### src/umw_pkg.sv
package umw_pkg;
    // register byte offsets on the apb side
    localparam logic [7:0]  UMW_OFF_SETUP_LO = 8'h34;
    localparam logic [7:0]  UMW_OFF_SETUP_HI = 8'h38;
    localparam logic [7:0]  UMW_OFF_BASE_LO  = 8'h60;
    localparam logic [7:0]  UMW_OFF_BASE_HI  = 8'h64;
    localparam logic [7:0]  UMW_OFF_CTRL     = 8'h68;
    localparam logic [7:0]  UMW_OFF_STAT     = 8'h7C;
    // field positions and values
    localparam int          UMW_EN_BIT       = 31;
    localparam int          UMW_ADDR64_BIT   = 21;
    localparam int          UMW_PAGE_LSB     = 12;
    localparam int          UMW_TYPE_LSB     = 1;
    localparam int          UMW_PREF_BIT     = 3;
    localparam int          UMW_SPACE_BIT    = 0;
    localparam int          UMW_ST_HIT       = 0;
    localparam int          UMW_ST_FWD       = 1;
    localparam int          UMW_ST_ACTIVE    = 2;
    localparam logic [31:0] UMW_BASE_LO_MASK = 32'hFFFFF000;
    localparam logic [31:0] UMW_ZERO32       = 32'h00000000;
    localparam logic [1:0]  UMW_TYPE_32      = 2'b00;
    localparam logic [1:0]  UMW_TYPE_64      = 2'b01;
    localparam logic        UMW_MEM_SPACE    = 1'b0;
    localparam logic        UMW_NON_PREF     = 1'b0;
endpackage

### src/umw_decode.sv
module umw_decode
    import umw_pkg::*;
(
    // clock and reset
    input  wire logic        clk,
    input  wire logic        rst_n,
    // window setup
    input  wire logic        win_en,
    input  wire logic [63:0] win_base,
    input  wire logic [63:0] win_mask,
    // secondary bus address phase
    input  wire logic        sec_valid,
    input  wire logic        sec_dac,
    input  wire logic [63:0] sec_addr,
    // decode result
    output logic             hit_q,
    output logic             fwd_q
);
    typedef struct packed {
        logic hit;
        logic fwd;
    } umw_dec_t;

    umw_dec_t   st_q;
    umw_dec_t   st_d;
    logic [63:0] addr_full;
    logic        match;

    always_comb begin
        st_d      = st_q;
        addr_full = sec_dac ? sec_addr : {UMW_ZERO32, sec_addr[31:0]};
        match     = ((addr_full ^ win_base) & win_mask) == {UMW_ZERO32, UMW_ZERO32};
        st_d.hit  = sec_valid & win_en & match;
        st_d.fwd  = sec_valid & sec_dac & ~(win_en & match);
    end

    always_ff @(posedge clk or negedge rst_n) begin
        if (!rst_n) begin
            st_q <= '0;
        end else begin
            st_q <= st_d;
        end
    end

    assign hit_q = st_q.hit;
    assign fwd_q = st_q.fwd;
endmodule // umw_decode

### src/umw_top.sv
// What this block does
// - address type read-only, 00 or 01
// - bit0 memory, bit3 non-prefetchable, read zero
// - low register bits 31:12 hold base
// - low setup register selects writable base bits
// - setup bit31 zero disables the window
// - 64-bit addressing joins both base registers
// - no translation when 64-bit addressing off
// - dac misses forwarded upstream
// - upper register holds upper 32 bits
module umw_top
    import umw_pkg::*;
(
    // clock and reset
    input  wire logic        mclk,
    input  wire logic        arst_n,
    // apb slave
    input  wire logic        psel,
    input  wire logic        penable,
    input  wire logic        pwrite,
    input  wire logic [7:0]  paddr,
    input  wire logic [31:0] pwdata,
    input  wire logic [3:0]  pstrb,
    output logic [31:0]      prdata,
    output logic             pready,
    output logic             pslverr,
    // secondary bus address phase
    input  wire logic        sec_valid,
    input  wire logic        sec_dac,
    input  wire logic [63:0] sec_addr,
    // decode result
    output logic             win_hit,
    output logic             win_fwd
);
    typedef struct packed {
        logic [31:0] setup_lo;
        logic [31:0] setup_hi;
        logic [31:0] base_lo;
        logic [31:0] base_hi;
        logic        addr64;
        logic [31:0] rdata;
        logic        ready;
        logic        slverr;
    } umw_state_t;

    umw_state_t  st_q;
    umw_state_t  st_d;
    logic        rst_s1_q;
    logic        rst_n_q;
    logic [31:0] be_mask;
    logic [31:0] lo_wmask;
    logic [31:0] base_lo_eff;
    logic [31:0] base_hi_eff;
    logic [31:0] base_lo_rd;
    logic [31:0] stat_rd;
    logic        win_en;
    logic        wr_take;
    logic        dec_hit;
    logic        dec_fwd;

    // reset release through two flops
    always_ff @(posedge mclk or negedge arst_n) begin
        if (!arst_n) begin
            rst_s1_q <= 1'b0;
            rst_n_q  <= 1'b0;
        end else begin
            rst_s1_q <= 1'b1;
            rst_n_q  <= rst_s1_q;
        end
    end

    // byte lane mask from strobes
    for (genvar b = 0; b < 4; b++) begin : g_be
        assign be_mask[b*8 +: 8] = {8{pstrb[b]}};
    end

    // writable bits of the low base follow the low setup register
    assign lo_wmask    = st_q.setup_lo & UMW_BASE_LO_MASK;
    assign base_lo_eff = st_q.base_lo & lo_wmask;
    assign base_hi_eff = st_q.base_hi & st_q.setup_hi;
    assign win_en      = st_q.setup_lo[UMW_EN_BIT] & st_q.setup_hi[UMW_EN_BIT]
                       & st_q.addr64;

    always_comb begin
        base_lo_rd = base_lo_eff;
        base_lo_rd[UMW_SPACE_BIT] = UMW_MEM_SPACE;
        base_lo_rd[UMW_PREF_BIT]  = UMW_NON_PREF;
        base_lo_rd[UMW_TYPE_LSB +: 2] = st_q.addr64 ? UMW_TYPE_64 : UMW_TYPE_32;
        stat_rd = UMW_ZERO32;
        stat_rd[UMW_ST_HIT]    = win_hit;
        stat_rd[UMW_ST_FWD]    = win_fwd;
        stat_rd[UMW_ST_ACTIVE] = win_en;
    end

    assign wr_take = psel & penable & st_q.ready & pwrite;

    always_comb begin
        st_d = st_q;
        // zero-wait answer: ready and read data set in the setup cycle
        st_d.ready  = psel & ~penable;
        st_d.slverr = 1'b0;
        if (psel && !penable) begin
            st_d.rdata = UMW_ZERO32;
            case (paddr)
                UMW_OFF_SETUP_LO: st_d.rdata = st_q.setup_lo;
                UMW_OFF_SETUP_HI: st_d.rdata = st_q.setup_hi;
                UMW_OFF_BASE_LO:  st_d.rdata = base_lo_rd;
                UMW_OFF_BASE_HI:  st_d.rdata = base_hi_eff;
                UMW_OFF_CTRL: begin
                    st_d.rdata[UMW_ADDR64_BIT] = st_q.addr64;
                end
                UMW_OFF_STAT:     st_d.rdata = stat_rd;
                default:          st_d.slverr = 1'b1;
            endcase
        end
        if (wr_take) begin
            case (paddr)
                UMW_OFF_SETUP_LO: begin
                    st_d.setup_lo = (st_q.setup_lo & ~be_mask) | (pwdata & be_mask);
                    // bits that become locked are cleared so they stay zero later
                    st_d.base_lo  = st_q.base_lo & st_d.setup_lo & UMW_BASE_LO_MASK;
                end
                UMW_OFF_SETUP_HI: begin
                    st_d.setup_hi = (st_q.setup_hi & ~be_mask) | (pwdata & be_mask);
                    st_d.base_hi  = st_q.base_hi & st_d.setup_hi;
                end
                UMW_OFF_BASE_LO: begin
                    st_d.base_lo = ((st_q.base_lo & ~be_mask) | (pwdata & be_mask)) & lo_wmask;
                end
                UMW_OFF_BASE_HI: begin
                    st_d.base_hi = ((st_q.base_hi & ~be_mask) | (pwdata & be_mask)) & st_q.setup_hi;
                end
                UMW_OFF_CTRL: begin
                    if (pstrb[UMW_ADDR64_BIT / 8]) begin
                        st_d.addr64 = pwdata[UMW_ADDR64_BIT];
                    end
                end
                default: ;
            endcase
        end
    end

    always_ff @(posedge mclk or negedge rst_n_q) begin
        if (!rst_n_q) begin
            st_q <= '0;
        end else begin
            st_q <= st_d;
        end
    end

    assign prdata  = st_q.rdata;
    assign pready  = st_q.ready;
    assign pslverr = st_q.slverr;

    umw_decode u_decode (
        .clk       (mclk),
        .rst_n     (rst_n_q),
        .win_en    (win_en),
        .win_base  ({base_hi_eff, base_lo_eff}),
        .win_mask  ({st_q.setup_hi, lo_wmask}),
        .sec_valid (sec_valid),
        .sec_dac   (sec_dac),
        .sec_addr  (sec_addr),
        .hit_q     (dec_hit),
        .fwd_q     (dec_fwd)
    );

    assign win_hit = dec_hit;
    assign win_fwd = dec_fwd;
endmodule // umw_top

### config.mk
export PLATFORM = sky130hd
export DESIGN_NAME = umw_top
export DESIGN_NICKNAME = d
export VERILOG_FILES = /design/src/umw_pkg.sv /design/src/umw_decode.sv /design/src/umw_top.sv
export SDC_FILE = /design/constraint.sdc
export NUM_CORES = 1
export LEC_CHECK = 0
export BUFFER_PORTS_ARGS = -buffer_cell sky130_fd_sc_hd__buf_2
export CAP_MARGIN = 20
export CORE_UTILIZATION = 42
export DETAILED_ROUTE_END_ITERATION = 8
export PLACE_DENSITY_LB_ADDON = 0.12
export REMOVE_ABC_BUFFERS = 1
export SLEW_MARGIN = 20
export SYNTH_ARGS = -nofsm -noshare
export SYNTH_HDL_FRONTEND = slang
export SYNTH_SLANG_ARGS = --single-unit
### constraint.sdc
create_clock -name mclk -period 5.08 [get_ports mclk]
set_clock_uncertainty 0.15 [all_clocks]
set_input_delay 0.762 -clock mclk [delete_from_list [all_inputs] [get_ports mclk]]
set_output_delay 0.762 -clock mclk [all_outputs]
set_load 0.02 [all_outputs]
==> flow_metrics.env, run 1 <==
export IMPL_fmax_ghz=0.2950
export IMPL_ys_ff_latch=155
export IMPL_dp_hpwl_microns=17140
export IMPL_pwr_share_comb_pct=6.5
export IMPL_switchingPower_uw=670.9
export IMPL_cts_root_buffer="clkbuf_16"
export IMPL_power_per_cell_area_nw_per_um2=267.7
export IMPL_antenna_left=0
export IMPL_antennaDiodeCount=0
export IMPL_critPathMaxStageDelay_ns=0.60
export IMPL_min_period_ns=3.389
export IMPL_power_mw=2.710
export IMPL_antenna_found_initial=0
export IMPL_timing_rr_end="u_decode.hit_q"
export IMPL_critical_path_arrival_ns=3.60
export IMPL_start_util_pct=43.11
export IMPL_clock_sinks=155
export IMPL_critPathLaunchType="input port"
export IMPL_gp_congestion=0.7909
export IMPL_hold_class="reg -> async"
export IMPL_drv_slew=0
export IMPL_grt_max_degree=78
export IMPL_grt_pass1_wl_microns=40640
export IMPL_finalSetupViolCount=0
export IMPL_cts_made_buffers=17
export IMPL_endpoint_kind="flip-flop"
export IMPL_status="completed"
export IMPL_final_hold_viol_count=0
export IMPL_placed_cells=1263
export IMPL_yosysTopAreaCell="dfrtp_1"
export IMPL_synthDistinctLibCells=47
export IMPL_seq_power_share_pct=46.2
export IMPL_utilization_pct=49.71
export IMPL_cp_max_fo=28
export IMPL_r2r_start="st_q[57]"
export IMPL_rrSetupSlack_ns=2.16
export IMPL_syn_area_sq_um=8780
export IMPL_dieArea_sq_um=21490
export IMPL_setup_tns_ns=0
export IMPL_synthArstFlopShare_pct=100.0
export IMPL_ctsLongestPathBuffers=2
export IMPL_synth_edf_count=0
export IMPL_nets=1129
export IMPL_synth_area_top_cells="dfrtp_1 (44%), mux2_2 (6.0%), nand2_1 (6.0%)"
export IMPL_routed_wirelength_microns=26000
export IMPL_grt_pass1_vias=6963
export IMPL_post_route_period_util_pct=66.72
export IMPL_first_pass_iters=4
export IMPL_worstPathCellList="buf_2 -> a21boi_0 -> o21ai_0 -> o2111ai_1 -> or4_1 -> nor4_1 -> and2_1"
export IMPL_fin_cells=1297
export IMPL_worstMarginPinSlew_ns=0.9438
export IMPL_yosysWarnings=0
export IMPL_io_buffers=138
export IMPL_avgSynthCellArea_sq_um=9.492
export IMPL_vias=7378
export IMPL_drtIter0Drc=574
export IMPL_viasPerCell=5.689
export IMPL_rows=52
export IMPL_path_clk_slew_ns=0.06
export IMPL_ys_seq_area_share_pct=44.18
export IMPL_worstPathRequired_ns=5.29
export IMPL_areaGrowthSynthToFinish_pct=15.29
export IMPL_fillerInstances=1929
export IMPL_htreeDepth=4
export IMPL_track_usage_pct=24.91
export IMPL_syn_inst=925
export IMPL_slowest_stage="or4_1"
export IMPL_criticalPathCategory="in -> reg"
export IMPL_design_core_area_sq_um=20360
export IMPL_cellLeakagePower_nw=4.840
export IMPL_vdd_drop_max_uv=215.4
export IMPL_synth_most_common_cell="dfrtp_1"
export IMPL_synth_flop_cell="dfrtp_1"
export IMPL_layout_drive_gt1_share_pct=24.05
export IMPL_dieWidth_microns=146.6
export IMPL_switching_share_pct=24.76
export IMPL_fin_hold_ws_ns=0.1915
export IMPL_drc=0
export IMPL_relSlewSlack_pct=36.85
export IMPL_post_cts_buffers=0
export IMPL_intPower_mw=2.039
export IMPL_cts_tree="done"
export IMPL_rsz0062_at_grt="false"
export IMPL_synth_top_area_share_pct=44.18
export IMPL_overflow=0
export IMPL_clockPowerShare_pct=47.4
export IMPL_max_cap_violations=0
export IMPL_routedWlPerCell_microns=20.05
export IMPL_clk_latency_ns=0.42
export IMPL_synthTopCellsByCount="dfrtp_1 (155), nand2_1 (140), o21ai_0 (66), mux2_2 (47), a21o_1 (46)"
export IMPL_rr_worst_depth=6
export IMPL_die_y_microns=146.6
export IMPL_ios=151
-- flip-flops by register name, summed over array words and instances (netlist names), named ones only --
| signal | flops |
|---|---|
| pready | 1 |
| u_decode.fwd_q | 1 |
| pslverr | 1 |
| lo_wmask | 20 |
| rst_s1_q | 1 |
| prdata | 32 |
| u_decode.hit_q | 1 |
| rst_n_q | 1 |
| st_q | 85 |
-- cells in the final DEF (no fill, tap or decap), types with 5 or more instances in the layout --
master       n
nand2_2      5
buf_4       16
dfrtp_1    154
and3b_1     16
a31oi_1     20
a21boi_0    16
mux2_2      47
o22ai_1     34
nand2_1    140
o2111ai_1    5
a32o_1      33
clkinv_4     5
xor2_1      23
buf_2      138
a21o_1      46
nor2_1       5
mux2i_1      8
nand2b_1    10
inv_1       42
a21oi_1      8
o21a_1      20
nand3_1     32
a222oi_1     7
clkbuf_16   17
o21ai_0     66
a22oi_1     33
nor2b_1     20
xnor2_1     14
-- cell families after synthesis --
group | Yosys count | synth area share [%]
XOR/XNOR | 37 | 3.691
AO/OA/AOI/OAI | 297 | 23.86
flip-flops | 155 | 44.18
other | 1 | 0.04271
multiplexers | 55 | 6.940
AND/OR/NAND/NOR | 251 | 14.24
buffers and inverters | 129 | 7.054
-- power groups by stage --
stage               sequential (mW)  combinational, mW  clock (mW)
global route                   1.25              0.194        1.35
global placement               1.28              0.168           0
detailed placement             1.28              0.168           0
CTS                            1.26              0.169        1.31
finish                         1.25              0.176        1.28
floorplan                      1.29             0.0515           0
-- layout make-up --
class / count / area, sq um / area share [%]
well taps: 270 / 337.8 / 3.337
inverters: 43 / 161.4 / 1.595
clock inverters: 14 / 148.9 / 1.471
flip-flops and latches: 155 / 3882 / 38.36
repair buffers: 156 / 840.8 / 8.307
clock buffers: 18 / 439.2 / 4.339
multi-input cells: 641 / 4312 / 42.60
-- what timing repair did --
action,CTS,global route
endpoints found under the hold margin,2,0
hold buffers,1,0
resized for setup,0,0
-- routing by layer --
layer | up-vias | part of all wire, % | global-route usage [%]
met2 | 211 | 47 | 39.41
met1 | 3642 | 47 | 35.44
li1 | 3499 | - | -
met4 | 0 | 1.3 | 6.823
met3 | 26 | 4.9 | 3.625
met5 | - | 0 | 0
-- critical path: cells and delay by family --
| family | cells | cell delay, ns |
|---|---|---|
| AO/OA/AOI/OAI | 3 | 0.98 |
| AND/OR/NAND/NOR | 3 | 1.37 |
| buffers and inverters | 1 | 0.47 |
-- worst max-delay path by stage --
| stage | startpoint | to | slack, ns | cells past startpoint |
|---|---|---|---|---|
| final | sec_dac | u_decode.hit_q | 1.69 | 7 |
| after global routing | sec_dac | u_decode.hit_q | 1.61 | 7 |
| after CTS | sec_dac | u_decode.hit_q | 1.76 | 7 |
| after detailed placement | sec_dac | u_decode.hit_q | 1.32 | 7 |
| after global placement | sec_dac | u_decode.hit_q | 1.32 | 7 |
| after floorplan | rst_n_q | async pin | 0.29 | 0 |
-- through the flow --
step	worst slack [ns]	area, sq um
CTS	1.755	10100
detailed placement	1.316	9504
finish	1.691	10120
global placement	1.320	9504
global route	1.609	10120
floorplan	0.2914	8322
Power figures use the tool's default switching activity.
==> run 2, diff against run 1 <==
--- a/config.mk
+++ b/config.mk
@@ -5,6 +5,7 @@
 export SDC_FILE = /design/constraint.sdc
 export NUM_CORES = 1
 export LEC_CHECK = 0
+export ABC_AREA = 1
 export BUFFER_PORTS_ARGS = -buffer_cell sky130_fd_sc_hd__buf_2
 export CAP_MARGIN = 20
 export CORE_UTILIZATION = 42
==> constraint.sdc (replaced) <==
create_clock -name mclk -period 3.23 [get_ports mclk]
set_clock_uncertainty 0.15 [all_clocks]
set_input_delay 0.4845 -clock mclk [delete_from_list [all_inputs] [get_ports mclk]]
set_output_delay 0.4845 -clock mclk [all_outputs]
set_load 0.02 [all_outputs]
==> run 2 against run 1 <==
Net effect:
- die area rose by 5.8%
- critical path depth rose by 4
- synthesized cell count is 39% higher
- critical path type unchanged
- sequential power is 58% higher
- synthesized area is 5.8% higher
- largest cell class unchanged
- core utilization shrank 0.46 points
- highest routed layer unchanged
- clock power is 77% higher
- non-clock buffer count rose by 14
- largest power group unchanged
==> flow_metrics.env, run 2 <==
export IMPL_fmax_ghz=0.5010
export IMPL_min_period_ns=1.996
export IMPL_synthArstFlopShare_pct=100.0
export IMPL_top_register="st_q"
export IMPL_ios=151
export IMPL_drc=0
export IMPL_clock_sinks=155
export IMPL_power_per_cell_area_nw_per_um2=425.8
export IMPL_antenna_found_initial=0
export IMPL_areaGrowthSynthToFinish_pct=15.30
export IMPL_synthTopCellsByCount="nand2_1 (408), nand3_1 (202), dfrtp_1 (155), inv_1 (130), o21ai_0 (93)"
export IMPL_ys_ff_latch=155
export IMPL_final_cell_mix="nand2_1 (408), nand3_1 (202), dfrtp_1 (154)"
export IMPL_grt_pass1_vias=8216
export IMPL_viasPerCell=5.411
export IMPL_largest_register_ffs=85
export IMPL_drv_slew=0
export IMPL_synthDistinctLibCells=31
export IMPL_routedWlPerCell_microns=17.27
export IMPL_nets=1494
export IMPL_rows=54
export IMPL_finalSetupViolCount=0
export IMPL_first_pass_iters=8
export IMPL_htreeDepth=4
export IMPL_synth_most_common_cell="nand2_1"
export IMPL_endpoint_kind="flip-flop"
export IMPL_status="completed"
export IMPL_hold_class="in -> reg"
export IMPL_syn_inst=1287
export IMPL_fillerInstances=2206
export IMPL_fin_cells=1671
export IMPL_antennaDiodeCount=0
export IMPL_stdcell_area_sq_um=10710
export IMPL_start_util_pct=42.71
export IMPL_io_buffers=138
export IMPL_intPower_mw=3.470
export IMPL_avgSynthCellArea_sq_um=7.220
export IMPL_power_mw=4.562
export IMPL_placed_cells=1639
export IMPL_relSlewSlack_pct=49.00
export IMPL_rsz0062_at_grt="false"
export IMPL_final_hold_viol_count=0
export IMPL_cellLeakagePower_nw=5.535
export IMPL_yosysWarnings=0
export IMPL_vias=9042
export IMPL_fin_hold_ws_ns=0.1245
export IMPL_final_common_cell="nand2_1"
export IMPL_seq_power_share_pct=43.4
export IMPL_post_route_period_util_pct=61.79
export IMPL_dpl_cell_area_sq_um=10050
export IMPL_synth_edf_count=0
export IMPL_grt_pass1_wl_microns=45300
export IMPL_syn_area_sq_um=9293
export IMPL_post_place_ws_ns=0.7947
export IMPL_rrSetupSlack_ns=1.26
export IMPL_antenna_left=0
export IMPL_rr_worst_depth=6
export IMPL_ctsLongestPathBuffers=2
export IMPL_worstPathRequired_ns=3.41
export IMPL_dieWidth_microns=150.7
export IMPL_critPathLaunchType="input port"
export IMPL_overflow=0
export IMPL_worstMarginPinSlew_ns=0.7650
export IMPL_die_y_microns=150.7
export IMPL_drtIter0Drc=569
export IMPL_layout_drive_gt1_share_pct=16.03
export IMPL_synth_flop_cell="dfrtp_1"
export IMPL_hold_depth=3
export IMPL_vdd_drop_max_uv=308.1
export IMPL_ys_seq_area_share_pct=41.74
export IMPL_switchingPower_mw=1.093
export IMPL_path_clk_slew_ns=0.06
export IMPL_utilization_pct=49.25
export IMPL_dieArea_sq_um=22720
export IMPL_setup_tns_ns=0
export IMPL_synth_top_area_share_pct=41.74
export IMPL_grt_max_degree=53
export IMPL_setup_slack_ns=1.234
export IMPL_switching_share_pct=23.95
export IMPL_clockPowerShare_pct=49.5
export IMPL_routed_wirelength_microns=28860
export IMPL_pwr_share_comb_pct=7.2
export IMPL_critical_path_arrival_ns=2.17
export IMPL_synth_area_top_cells="dfrtp_1 (42%), nand2_1 (16%), nand3_1 (11%)"
export IMPL_gp_congestion=0.8353
export IMPL_cp_max_fo=42
export IMPL_clk_latency_ns=0.43
export IMPL_criticalPathCategory="in -> reg"
export IMPL_yosysTopAreaCell="dfrtp_1"
export IMPL_cts_root_buffer="clkbuf_16"
export IMPL_cts_made_buffers=17
export IMPL_max_cap_violations=0
export IMPL_cts_tree="done"
export IMPL_design_core_area_sq_um=21760
export IMPL_dp_hpwl_microns=19650
export IMPL_track_usage_pct=26.55
[run 2: what timing repair did]
action / 4_1_cts / 5_1_grt
hold buffers: 1 / 0
gates resized for setup: 0 / 0
endpoints found under the hold margin: 2 / 0
endpoints found under the setup margin: 0 / 0
setup buffers: 0 / 0
[run 2: final timing paths]
check | start | end
worst min register to register | rst_s1_q | rst_n_q
max in group asynchronous | rst_n_q | st_q[59]
worst max register to register | pready | st_q[95]
min in group asynchronous | arst_n | rst_n_q
worst max-delay path | sec_dac | u_decode.fwd_q
worst min-delay path | sec_valid | u_decode.hit_q
[run 2: area by class of cell]
| class | instances | area [sq um] | share of cell area, % |
|---|---|---|---|
| clock buffer | 20 | 456.7 | 4.263 |
| clock inverter | 11 | 192.7 | 1.798 |
| inverter | 133 | 501.7 | 4.683 |
| multi-input combinational | 902 | 4347 | 40.57 |
| sequential | 155 | 3882 | 36.24 |
| tap | 280 | 350.3 | 3.270 |
| timing repair buffer | 170 | 983.4 | 9.179 |
[run 2: worst max-delay path: stages]
cell and delay [ns]:
buf_2 0.38, buf_12 0.28, nand3_1 0.12, nand3_1 0.14
nand2_1 0.07, nor2_1 0.17, nand3_1 0.09, nor2_1 0.14
nand3_1 0.15, nand2_1 0.09, inv_1 0.04
[run 2: logic make-up after synthesis]
logic type / after synthesis / share of synthesized area, %
AO/OA/AOI/OAI: 232 / 15.31
buffers and inverters: 230 / 11.57
flip-flops: 155 / 41.74
multiplexers: 12 / 1.454
other: 1 / 0.04035
AND/OR/NAND/NOR: 657 / 29.89
[run 2: per-layer routing]
| layer | global-route usage [%] | vias to the layer above | share of wire, % |
|---|---|---|---|
| met4 | 6.700 | 0 | 1.3 |
| met3 | 3.636 | 27 | 6.1 |
| met2 | 41.58 | 321 | 45 |
| met1 | 38.36 | 4271 | 47 |
| met5 | 0 | - | 0 |
| li1 | - | 4423 | - |
[run 2: power groups by stage]
stage	Clock, mW	Sequential (mW)	Combinational (mW)
floorplan	0	2.03	0.113
global placement	0	2.01	0.328
detailed placement	0	2.01	0.330
CTS	2.28	1.98	0.332
global route	2.37	1.98	0.368
finish	2.26	1.98	0.328
==> run 3, diff against run 2 <==
==> constraint.sdc (replaced) <==
create_clock -name mclk -period 2.05 [get_ports mclk]
set_clock_uncertainty 0.15 [all_clocks]
set_input_delay 0.3075 -clock mclk [delete_from_list [all_inputs] [get_ports mclk]]
set_output_delay 0.3075 -clock mclk [all_outputs]
set_load 0.02 [all_outputs]
==> run 3 against run 2 <==
Net effect:
- sequential power grew 57%
- wire length up 1.7%
- clock power rose by 39%
- critical path type is now reg -> reg
==> flow_metrics.env, run 3 (synthesis gave the netlist of run 2 again) <==
export IMPL_drt_met1_wl_microns=13820
export IMPL_dieWidth_microns=150.7
export IMPL_slowest_stage="dfrtp_1"
export IMPL_status="completed"
export IMPL_drc=0
export IMPL_nets=1534
export IMPL_vias=9213
export IMPL_critical_path_arrival_ns=1.89
export IMPL_track_usage_pct=26.69
export IMPL_power_per_cell_area_nw_per_um2=612.5
export IMPL_cts_tree="done"
export IMPL_post_cts_buffers=0
export IMPL_gp_congestion=0.8199
export IMPL_dpl_cell_area_sq_um=10430
export IMPL_io_buffers=138
export IMPL_final_hold_viol_count=0
export IMPL_rsz0062_at_grt="false"
export IMPL_finalSetupViolCount=0
export IMPL_viasPerCell=5.381
export IMPL_design_core_area_sq_um=21760
export IMPL_fillerInstances=2185
export IMPL_ctsLongestPathBuffers=2
export IMPL_cts_made_buffers=17
export IMPL_wl_met2_microns=13320
export IMPL_areaGrowthSynthToFinish_pct=19.90
export IMPL_fmax_ghz=0.5780
export IMPL_wl_met3_microns=1736
export IMPL_criticalPathCategory="reg -> reg"
export IMPL_worstPathRequired_ns=2.21
export IMPL_final_common_cell="nand2_1"
export IMPL_dieArea_sq_um=22720
export IMPL_overflow=0
export IMPL_critPathLaunchType="flip-flop"
export IMPL_top_layer_used="met4"
export IMPL_drtIter0Drc=651
export IMPL_routed_wirelength_microns=29360
export IMPL_setup_tns_ns=0
export IMPL_die_y_microns=150.7
export IMPL_antennaDiodeCount=0
export IMPL_top_register="st_q"
export IMPL_grt_pass1_vias=8332
export IMPL_layout_drive_gt1_share_pct=17.46
export IMPL_final_cell_mix="nand2_1 (408), nand3_1 (202), dfrtp_1 (154)"
export IMPL_hold_class="in -> async"
export IMPL_worstPathCellList="nand4_1 -> buf_4 -> nor2_4 -> buf_12 -> nand2_1 -> mux2_2"
export IMPL_path_clk_slew_ns=0.07
export IMPL_antenna_left=0
export IMPL_antenna_found_initial=0
export IMPL_clk_latency_ns=0.43
export IMPL_rows=54
export IMPL_drv_slew=0
export IMPL_cellLeakagePower_nw=5.754
export IMPL_routedWlPerCell_microns=17.15
export IMPL_cp_max_fo=7
export IMPL_grt_pass1_wl_microns=45790
export IMPL_grt_max_degree=69
export IMPL_power_mw=6.825
export IMPL_min_period_ns=1.730
export IMPL_vdd_drop_max_uv=456.2
export IMPL_htreeDepth=4
export IMPL_cts_root_buffer="clkbuf_16"
export IMPL_start_util_pct=42.71
export IMPL_ios=151
export IMPL_critPathMaxStageDelay_ns=0.34
export IMPL_max_cap_violations=0
export IMPL_stdcell_area_sq_um=11140
export IMPL_post_route_period_util_pct=84.40
export IMPL_largest_register_ffs=85
export IMPL_endpoint_kind="flip-flop"
export IMPL_first_pass_iters=5
export IMPL_clock_sinks=155
export IMPL_dp_hpwl_microns=20510
[run 3: per-layer routing]
layer,global-route usage (%),vias to the layer above
met5,0,-
met4,6.850,0
met3,3.697,32
met2,41.70,331
met1,38.60,4333
li1,-,4517
[run 3: final timing paths]
check | from | to | slack (ns) | cells past startpoint
setup reg to reg | pready | flip-flop | 0.32 | 6
min in group mclk | pwdata[21] | st_q[34] | 0.03 | 3
hold / removal | arst_n | rst_n_q | 0.03 | 2
setup / recovery | pready | flip-flop | 0.32 | 6
max in group asynchronous | rst_n_q | prdata[23] | 1.02 | 1
hold reg to reg | rst_n_q | st_q[54] | 0.05 | 0
[run 3: stage by stage]
stage | utilization (%) | setup WS (ns) | cells | hold slack (ns)
floorplan | - | -2.739 | 1190 | -0.1381
global placement | 47.95 | 0.06720 | 1666 | -0.05522
detailed placement | 47.95 | 0.05042 | 1666 | -0.05390
CTS | 51.21 | 0.3247 | 1712 | 0.006222
global route | 51.21 | 0.1666 | 1712 | 0.02405
finish | 51.21 | 0.3198 | 1712 | 0.02683
[run 3: timing repair]
| action | CTS | global route |
|---|---|---|
| hold buffers | 14 | 0 |
| gates resized for setup | 0 | 0 |
| hold endpoints to repair | 15 | 0 |
[run 3: layout make-up]
type / instances / area (sq um) / area share [%]
Timing Repair Buffer: 210 / 1491 / 13.39
Sequential cell: 155 / 3882 / 34.85
Inverter: 133 / 501.7 / 4.503
Multi-Input combinational cell: 902 / 4347 / 39.01
Clock buffer: 20 / 446.7 / 4.009
Clock inverter: 12 / 122.6 / 1.101
Tap cell: 280 / 350.3 / 3.144
[run 3: worst max-delay path: cells and delay by family (launching register included)]
family,cells,cell delay (ns)
buf+inv,2,0.33
simple gates,3,0.46
mux,1,0.32
flops,1,0.34
[run 3: where the power goes]
group	internal [mW]	switching, mW
Sequential	3.08	0.0241
Combinational	0.207	0.373
Clock	1.82	1.32
Total	5.10	1.72
